==> config.mk <==
export PLATFORM = sky130hd
export DESIGN_NAME = fbi_host_ctrl
export DESIGN_NICKNAME = d
export VERILOG_FILES = /design/src/hw/fbi_pkg.sv /design/src/hw/fbi_host_ctrl.sv /design/src/hw/fbi_sync.sv
export SDC_FILE = /design/constraint.sdc
export NUM_CORES = 1
export LEC_CHECK = 0
export BUFFER_PORTS_ARGS = -buffer_cell sky130_fd_sc_hd__buf_2
export CAP_MARGIN = 20
export CORE_ASPECT_RATIO = 0.75
export CORE_MARGIN = 5
export CORE_UTILIZATION = 40
export DETAILED_ROUTE_END_ITERATION = 8
export HOLD_SLACK_MARGIN = 0.06
export PLACE_DENSITY = 0.74
export SYNTH_ARGS = -nofsm -noshare
export SYNTH_HDL_FRONTEND = slang
export SYNTH_SLANG_ARGS = --single-unit
==> constraint.sdc <==
create_clock -name mclk -period 2.94 [get_ports mclk]
set_input_delay 0.735 -clock mclk [delete_from_list [all_inputs] [get_ports mclk]]
set_output_delay 0.735 -clock mclk [all_outputs]
set_load 0.02 [all_outputs]
==> src/hw/fbi_pkg.sv <==
// constants shared by the flash bus host controller
// Behaviour
// array is uniform 128KB / 64KW blocks
// block count 128 to 1024 by density
// read: select low, drive low, strobe high
// write: select low, strobe low, drive high
// address captured at later falling edge
// data captured at earlier rising edge
// host keeps output drive high during writes
// select high in read gives standby
// no standby while program or erase runs
// drive high releases data pins
// reset low deselects, outputs high impedance
// host waits recovery delays after reset release
// after recovery device is in read array
// reset low aborts running program or erase
// pulses under 3ns on strobes are ignored
// protect pin low guards top/bottom block
// page read of 16 words, 32 bytes
// page reads also in extended and CFI areas
// reselect between accesses means random read timing
// width select low is byte mode
// byte mode top data pin is address LSB
// completion flag low while program/erase runs
package fbi_pkg;

  localparam int CLK_PERIOD_NS     = 25;
  localparam int RST_PULSE_NS      = 500;     // reset low pulse width
  localparam int RST_READ_REC_NS   = 50000;   // reset_to_read_recovery
  localparam int RST_WRITE_REC_NS  = 50000;   // reset_to_write_recovery
  localparam int ADDR_ACCESS_NS    = 100;     // address_access_time
  localparam int SELECT_ACCESS_NS  = 100;     // select_access_time
  localparam int WE_LOW_NS         = 35;      // strobe low width
  localparam int WE_HIGH_NS        = 20;      // strobe high / reselect gap

  localparam int ADDR_W            = 26;      // word address pins
  localparam int BADDR_W           = 27;      // byte address incl. low bit
  localparam int DATA_W            = 16;
  localparam int CNT_W             = 12;
  localparam int SYNC_STAGES       = 2;
  localparam int BLOCK_WORDS_LOG2  = 16;      // 64KW per block
  localparam int MAX_BLOCKS        = 1024;
  localparam int PAGE_WORDS_LOG2   = 4;       // 16-word page

  // least times round up, never below one cycle
  function automatic int cyc_up(input int ns);
    int c;
    c = (ns + CLK_PERIOD_NS - 1) / CLK_PERIOD_NS;
    return (c < 1) ? 1 : c;
  endfunction : cyc_up

  localparam int RST_PULSE_CYC  = cyc_up(RST_PULSE_NS);
  localparam int RD_REC_CYC     = cyc_up(RST_READ_REC_NS);
  localparam int WR_REC_CYC     = cyc_up(RST_WRITE_REC_NS);
  localparam int REC_CYC        = (RD_REC_CYC > WR_REC_CYC) ? RD_REC_CYC : WR_REC_CYC;
  localparam int ACC_CYC        = (cyc_up(ADDR_ACCESS_NS) > cyc_up(SELECT_ACCESS_NS)) ?
                                  cyc_up(ADDR_ACCESS_NS) : cyc_up(SELECT_ACCESS_NS);
  localparam int RD_CYC         = ACC_CYC + SYNC_STAGES + 1;
  localparam int WE_LOW_CYC     = cyc_up(WE_LOW_NS);
  localparam int WE_HIGH_CYC    = cyc_up(WE_HIGH_NS);

  typedef enum logic [2:0] {
    ST_RSTLOW  = 3'h0,
    ST_RECOVER = 3'h1,
    ST_IDLE    = 3'h2,
    ST_RDWAIT  = 3'h3,
    ST_WRLOW   = 3'h4,
    ST_WRHOLD  = 3'h5,
    ST_GAP     = 3'h6
  } fbi_state_t;

endpackage : fbi_pkg

==> src/hw/fbi_host_ctrl.sv <==
// host controller driving an asynchronous parallel flash bus
`timescale 1ns/1ps
`default_nettype none
module fbi_host_ctrl
  import fbi_pkg::*;
(
  input  wire logic               mclk,
  input  wire logic               resetn,
  input  wire logic               reqValid,
  input  wire logic               reqWrite,
  input  wire logic [BADDR_W-1:0] reqAddr,
  input  wire logic [DATA_W-1:0]  reqWdata,
  input  wire logic               byteMode,
  input  wire logic               protectOn,
  output var  logic               reqReady,
  output var  logic               rspValid,
  output var  logic [DATA_W-1:0]  rspData,
  output var  logic               deviceBusy,
  output var  logic               flashCeN,
  output var  logic               flashOeN,
  output var  logic               flashWeN,
  output var  logic               flashRstN,
  output var  logic               flashWpN,
  output var  logic               flashByteN,
  output var  logic [ADDR_W-1:0]  flashAddr,
  input  wire logic [DATA_W-1:0]  flashDqIn,
  output var  logic [DATA_W-1:0]  flashDqOut,
  output var  logic [DATA_W-1:0]  flashDqOeN,
  input  wire logic               completionFlagNIn
);

  ////////////////////////////////////////////////////////////////////////////
  // pin address mapping

  // byte mode puts the byte-select bit on the top data pin
  function automatic logic [ADDR_W-1:0] pin_addr(input logic [BADDR_W-1:0] a,
                                                 input logic                byteSel);
    return byteSel ? a[BADDR_W-1:1] : a[ADDR_W-1:0];
  endfunction : pin_addr

  ////////////////////////////////////////////////////////////////////////////
  // synchronisers on pin inputs

  logic [DATA_W-1:0] dqSync;
  logic              flagNSync;

  fbi_sync #(.W(DATA_W)) uDqSync (
    .mclk   (mclk),
    .resetn (resetn),
    .din    (flashDqIn),
    .dout   (dqSync)
  );

  fbi_sync #(.W(1)) uFlagSync (
    .mclk   (mclk),
    .resetn (resetn),
    .din    (completionFlagNIn),
    .dout   (flagNSync)
  );

  ////////////////////////////////////////////////////////////////////////////
  // state and pin registers

  fbi_state_t        state_r,    state_nxt;
  logic [CNT_W-1:0]  cnt_r,      cnt_nxt;
  logic              byteSel_r,  byteSel_nxt;
  logic              ready_r,    ready_nxt;
  logic              rspV_r,     rspV_nxt;
  logic [DATA_W-1:0] rspD_r,     rspD_nxt;
  logic              ceN_r,      ceN_nxt;
  logic              oeN_r,      oeN_nxt;
  logic              weN_r,      weN_nxt;
  logic              rstN_r,     rstN_nxt;
  logic [ADDR_W-1:0] addr_r,     addr_nxt;
  logic [DATA_W-1:0] dqOut_r,    dqOut_nxt;
  logic [DATA_W-1:0] dqOeN_r,    dqOeN_nxt;
  logic              wpN_r;
  logic              busy_r;
  logic              byteN_r;

  // decode of the request port
  wire               take     = ready_r & reqValid;
  wire               cntZero  = (cnt_r == '0);
  wire [DATA_W-1:0]  rdWord   = byteSel_r ? {8'h00, dqSync[7:0]} : dqSync;
  // top pin driven as address LSB in byte mode; low bits only driven on write
  wire [DATA_W-1:0]  wrOeN    = byteSel_r ? 16'h7f00 : 16'h0000;
  wire [DATA_W-1:0]  idleOeN  = byteSel_r ? 16'h7fff : 16'hffff;
  wire [DATA_W-1:0]  wrData   = byteSel_r ? {reqAddr[0], 7'h00, reqWdata[7:0]} : reqWdata;
  wire [DATA_W-1:0]  rdData   = byteSel_r ? {reqAddr[0], 15'h0000} : 16'h0000;

  ////////////////////////////////////////////////////////////////////////////
  // bus sequencer

  // every strobe level is held a whole cycle, far above the glitch filter
  always_comb begin
    state_nxt   = state_r;
    cnt_nxt     = cntZero ? cnt_r : cnt_r - 1'b1;
    byteSel_nxt = byteSel_r;
    ready_nxt   = 1'b0;
    rspV_nxt    = 1'b0;
    rspD_nxt    = rspD_r;
    ceN_nxt     = ceN_r;
    oeN_nxt     = oeN_r;
    weN_nxt     = weN_r;
    rstN_nxt    = rstN_r;
    addr_nxt    = addr_r;
    dqOut_nxt   = dqOut_r;
    dqOeN_nxt   = dqOeN_r;
    unique case (state_r)
      ST_RSTLOW: begin
        if (cntZero) begin
          rstN_nxt  = 1'b1;
          cnt_nxt   = CNT_W'(REC_CYC - 1);
          state_nxt = ST_RECOVER;
        end
      end
      ST_RECOVER: begin
        // no access until both recovery delays have run out R12
        if (cntZero) begin
          ready_nxt = 1'b1;
          state_nxt = ST_IDLE;
        end
      end
      ST_IDLE: begin
        ready_nxt   = 1'b1;
        byteSel_nxt = byteMode;
        dqOeN_nxt   = byteMode ? 16'h7fff : 16'hffff;
        if (take) begin
          ready_nxt = 1'b0;
          addr_nxt  = pin_addr(reqAddr, byteSel_r);
          if (reqWrite) begin
            // address and data set up with select still high R4
            dqOut_nxt = wrData;
            dqOeN_nxt = wrOeN;
            oeN_nxt   = 1'b1;
            state_nxt = ST_WRLOW;
          end else begin
            // select and drive fall together, strobe stays high R3
            dqOut_nxt = rdData;
            ceN_nxt   = 1'b0;
            oeN_nxt   = 1'b0;
            cnt_nxt   = CNT_W'(RD_CYC - 1);
            state_nxt = ST_RDWAIT;
          end
        end
      end
      ST_RDWAIT: begin
        // full random access time, both address and select timed R19
        if (cntZero) begin
          rspV_nxt  = 1'b1;
          rspD_nxt  = rdWord;
          ceN_nxt   = 1'b1;
          oeN_nxt   = 1'b1;
          cnt_nxt   = CNT_W'(WE_HIGH_CYC - 1);
          state_nxt = ST_GAP;
        end
      end
      ST_WRLOW: begin
        // select and strobe fall on one edge, address already stable
        ceN_nxt   = 1'b0;
        weN_nxt   = 1'b0;
        oeN_nxt   = 1'b1;
        cnt_nxt   = CNT_W'(WE_LOW_CYC - 1);
        state_nxt = ST_WRHOLD;
      end
      ST_WRHOLD: begin
        // both rise together; data held one more cycle past the edge
        if (cntZero && !weN_r) begin
          ceN_nxt = 1'b1;
          weN_nxt = 1'b1;
        end else if (weN_r) begin
          rspV_nxt  = 1'b1;
          dqOeN_nxt = idleOeN;
          cnt_nxt   = CNT_W'(WE_HIGH_CYC - 1);
          state_nxt = ST_GAP;
        end
      end
      ST_GAP: begin
        // select stays high between accesses, next one is a random read R19
        if (cntZero) begin
          ready_nxt = 1'b1;
          state_nxt = ST_IDLE;
        end
      end
      default: begin
        state_nxt = ST_IDLE;
      end
    endcase
  end

  ////////////////////////////////////////////////////////////////////////////
  // registers

  // reset holds the flash in its own reset for the full pulse
  always_ff @(posedge mclk) begin
    if (!resetn) begin
      state_r   <= ST_RSTLOW;
      cnt_r     <= CNT_W'(RST_PULSE_CYC - 1);
      byteSel_r <= 1'b0;
      byteN_r   <= 1'b1;
      ready_r   <= 1'b0;
      rspV_r    <= 1'b0;
      rspD_r    <= '0;
      ceN_r     <= 1'b1;
      oeN_r     <= 1'b1;
      weN_r     <= 1'b1;
      rstN_r    <= 1'b0;
      addr_r    <= '0;
      dqOut_r   <= '0;
      dqOeN_r   <= '1;
    end else begin
      state_r   <= state_nxt;
      cnt_r     <= cnt_nxt;
      byteSel_r <= byteSel_nxt;
      byteN_r   <= ~byteSel_nxt; // width pin straight from a flop
      ready_r   <= ready_nxt;
      rspV_r    <= rspV_nxt;
      rspD_r    <= rspD_nxt;
      ceN_r     <= ceN_nxt;
      oeN_r     <= oeN_nxt;
      weN_r     <= weN_nxt;
      rstN_r    <= rstN_nxt;
      addr_r    <= addr_nxt;
      dqOut_r   <= dqOut_nxt;
      dqOeN_r   <= dqOeN_nxt;
    end
  end

  // protect level and busy flag follow their sources each cycle
  always_ff @(posedge mclk) begin
    if (!resetn) begin
      wpN_r  <= 1'b0;
      busy_r <= 1'b0;
    end else begin
      wpN_r  <= ~protectOn;
      // a flash held in reset is never busy; this also hides the
      // synchroniser's reset zero, which would read as a false busy
      busy_r <= rstN_r & ~flagNSync; // open-drain low means program/erase running
    end
  end

  ////////////////////////////////////////////////////////////////////////////
  // outputs, all from flops

  assign reqReady   = ready_r;
  assign rspValid   = rspV_r;
  assign rspData    = rspD_r;
  assign deviceBusy = busy_r;
  assign flashCeN   = ceN_r;
  assign flashOeN   = oeN_r;
  assign flashWeN   = weN_r;
  assign flashRstN  = rstN_r;
  assign flashWpN   = wpN_r;
  assign flashByteN = byteN_r;
  assign flashAddr  = addr_r;
  assign flashDqOut = dqOut_r;
  assign flashDqOeN = dqOeN_r;

endmodule : fbi_host_ctrl
`default_nettype wire

==> src/hw/fbi_sync.sv <==
// two-stage synchroniser for pin inputs
`timescale 1ns/1ps
`default_nettype none
module fbi_sync #(
  parameter int W = 1
) (
  input  wire logic         mclk,
  input  wire logic         resetn,
  input  wire logic [W-1:0] din,
  output var  logic [W-1:0] dout
);

  logic [W-1:0] meta_r;

  // first stage feeds only the second stage
  always_ff @(posedge mclk) begin
    if (!resetn) begin
      meta_r <= '0;
      dout   <= '0;
    end else begin
      meta_r <= din;
      dout   <= meta_r;
    end
  end

endmodule : fbi_sync
`default_nettype wire

==> impl_metrics.tcl <==
set metrics [dict create \
    outcome "completed" \
    final_cell_mix "buf_2, dfxtp_1, nand2_1" \
    dieArea_sq_um 15000 \
    fin_worst_skew_ns 0.00690 \
    netlist_area_sq_um 5060 \
    io_pins 149 \
    cts_max_path_buffers 2 \
    grt_max_degree 54 \
    async_flop_share_pct 0 \
    cts_root_buf "clkbuf_16" \
    synthCells 528 \
    power.density_nw_per_um2 591 \
    finalNetCount 726 \
    fill_cells 1170 \
    drtAntennaViolNets 0 \
    rsz0062_at_grt "false" \
    tns_ns 0 \
    cp_common_cell "ha_1" \
    tightest_slew_ns 0.661 \
    numCtsBuffers 17 \
    r2r-end "cnt_r[0]" \
    fin_crit_sh_pct 86.3 \
    crit_path_max_incr_delay_ns 0.47 \
    crit_slowest_cell "nor3b_2" \
    stdcell_count 835 \
    arrival_ns 2.85 \
    hold_path.startpoint "uDqSync.meta_r[6]" \
    vias 4150 \
    cp-start-kind "flip-flop" \
    cp_top_family "simple AND/OR/NAND/NOR gates" \
    synth_fp_nets 598 \
    clk_latency_ns 0.40 \
    fp.dieW_um 140 \
    hold_class "reg2reg" \
    grt.overflow.total 0 \
    drive_above_1_share_pct 31.4 \
    slew_headroom_pct 55.8 \
    path_clk_slew_ns 0.05 \
    place.gp.congestion 0.795 \
    rrSetupSlack_ns 0.40 \
    fmax_mhz 394 \
    cts_tree "done" \
    cap_violations 0 \
    ys_warn_count 0 \
    p_leak_nw 2.96 \
    core_sq_um 12300 \
    antenna_found_initial 0 \
    h-tree-depth 4 \
    final-seq-area_sq_um 2400 \
    fin_crit_ns 2.54 \
    viasPerCell 4.97 \
    cts_resized 0 \
    synth_cell_types 60 \
    cts_sinks 120 \
    dieHeight_um 107 \
    path_class "reg2reg" \
    finish.utilization_pct 52.0 \
    syn_area_per_cell_sq_um 9.59 \
    whs_path_depth 1 \
    path_buf_inv 2 \
    synth_flop_cell "dfxtp_1" \
    wl_per_cell_um 14.6 \
    port_buffers 148 \
    grt_pass1_vias 3986 \
    grt.total_usage_pct 15.8 \
    rr_worst_depth 9 \
    std_cell_rows 35 \
    postCtsSetupRepairBufs 0 \
    min_to "uDqSync.dout[6]" \
    cp-end-kind "flip-flop" \
    dr.pass1.iters 5 \
    n_antenna_cell 0 \
    required_ns 3.25 \
    post-route-drc-count 0 \
    dp_hpwl_um 8830 \
    final_common_cell "buf_2" \
    synth_edf_count 0 \
    r2r_start "cnt_r[0]" \
    finalHoldViolations 0 \
    ir_drop_mv 0.504 \
    dp_cells 803 \
    slew_violations 0 \
    crit_chain "inv_1 > ha_1 > nor3b_2 > and3_1 > inv_4 > ha_1 > a2111oi_0 > a31oi_1 > o211ai_1" \
    grt_pass1_wl_um 19600 \
    cp_max_fo 11 \
    ys_seq_area_share_pct 47.4 \
    drt-initial-drc-count 261 \
    placed_area_sq_um 5850 \
    synth_seq_cells 120 \
    start_util_pct 41.0 \
    multi_input_area_sq_um 2380 \
    cts_hold_buf 0 \
    layout-area-overhead-vs-synth_pct 26.8 \
    finalWirelength_um 12200 \
    stdcell_area_sq_um 6420 \
    finalSetupViolations 0 \
]
## registers in the layout, summed over array words and instances (netlist names), 3 cells and up
register and count:
uDqSync.meta_r 16, state_r 3, cnt_r 12, flashAddr 26, flashDqOeN 3, uDqSync.dout 16
rspData 16, flashDqOut 16
## cell usage after synthesis (all sizes together), types with 3 or more instances
| library cell | number | area share [%] |
|---|---|---|
| a211oi | 5 | 0.74 |
| a21boi | 25 | 3.7 |
| a21oi | 15 | 1.5 |
| a221oi | 3 | 0.64 |
| a31oi | 3 | 0.37 |
| and2 | 34 | 4.2 |
| buf | 29 | 3.6 |
| clkbuf | 21 | 1.6 |
| dfxtp | 120 | 47 |
| ha | 4 | 0.99 |
| inv | 7 | 0.57 |
| mux2i | 30 | 5.9 |
| nand2 | 79 | 5.9 |
| nand2b | 3 | 0.37 |
| nand3 | 20 | 2.0 |
| nand3b | 4 | 0.59 |
| nor2 | 16 | 1.4 |
| nor2b | 14 | 1.9 |
| nor3 | 6 | 0.59 |
| nor3b | 14 | 2.8 |
| nor4 | 3 | 0.96 |
| o211a | 26 | 5.1 |
| o211ai | 3 | 0.44 |
| o21ai | 13 | 1.3 |
| xnor2 | 3 | 0.52 |
## how the worst max path moves through the flow
| stage | start | end | slack, ns | cells after the start |
|---|---|---|---|---|
| floorplan | cnt_r[0] | cnt_r[0] | 0.85 | 10 |
| global placement | cnt_r[0] | cnt_r[0] | 0.57 | 9 |
| detailed placement | cnt_r[0] | cnt_r[0] | 0.45 | 9 |
| CTS | cnt_r[0] | cnt_r[0] | 0.43 | 9 |
| global route | cnt_r[0] | cnt_r[0] | 0.16 | 9 |
| finish | cnt_r[0] | cnt_r[0] | 0.40 | 9 |
## routing by layer
| metal | GRT usage (%) | part of all wire [%] | up-vias |
|---|---|---|---|
| li1 | - | - | 2091 |
| met1 | 20.8 | 46 | 1931 |
| met2 | 25.1 | 47 | 124 |
| met3 | 5.60 | 6.2 | 4 |
| met4 | 3.67 | 0.44 | 0 |
| met5 | 0 | 0 | - |
## stage by stage
stage | setup slack, ns | hold WS [ns] | power, mW
2_1_floorplan | 0.852 | 0.412 | 1.80
3_3_place_gp | 0.572 | 0.414 | 1.87
3_5_place_dp | 0.451 | 0.418 | 1.87
4_1_cts | 0.433 | 0.431 | 3.85
5_1_grt | 0.159 | 0.444 | 3.94
6_report | 0.403 | 0.429 | 3.80
## area by class of cell
type / count / area share, %
Clock buffer: 20 / 7.11
Clock inverter: 12 / 1.79
Inverter: 7 / 0.448
Multi-Input combinational cell: 351 / 37.0
Sequential cell: 120 / 37.4
Tap cell: 166 / 3.23
Timing Repair Buffer: 159 / 13.0
## cells by family (layout without fill, tap and decap cells)
logic type | after synthesis | in the layout | share of synthesized area [%]
and+or+nand+nor | 206 | 206 | 23.0
DFF | 120 | 120 | 47.4
AOI/OAI and AO/OA | 106 | 106 | 16.0
buffers and inverters | 57 | 198 | 5.76
muxes | 30 | 30 | 5.93
xor gates and xnor gates | 5 | 5 | 0.865
adders and majority gates | 4 | 4 | 0.988
## report_power, final
group	total [mW]	switching (mW)	internal (mW)
logic	0.164	0.0805	0.0832
registers	1.67	0.0157	1.66
clock network	1.96	0.742	1.22
## worst reg2reg max path, stage by stage, from the launching register on
cell	delay, ns
dfxtp_1	0.34
inv_1	0.09
ha_1	0.19
nor3b_2	0.47
and3_1	0.45
inv_4	0.15
ha_1	0.20
a2111oi_0	0.38
a31oi_1	0.09
o211ai_1	0.11
(Power assumes the default switching activity.)
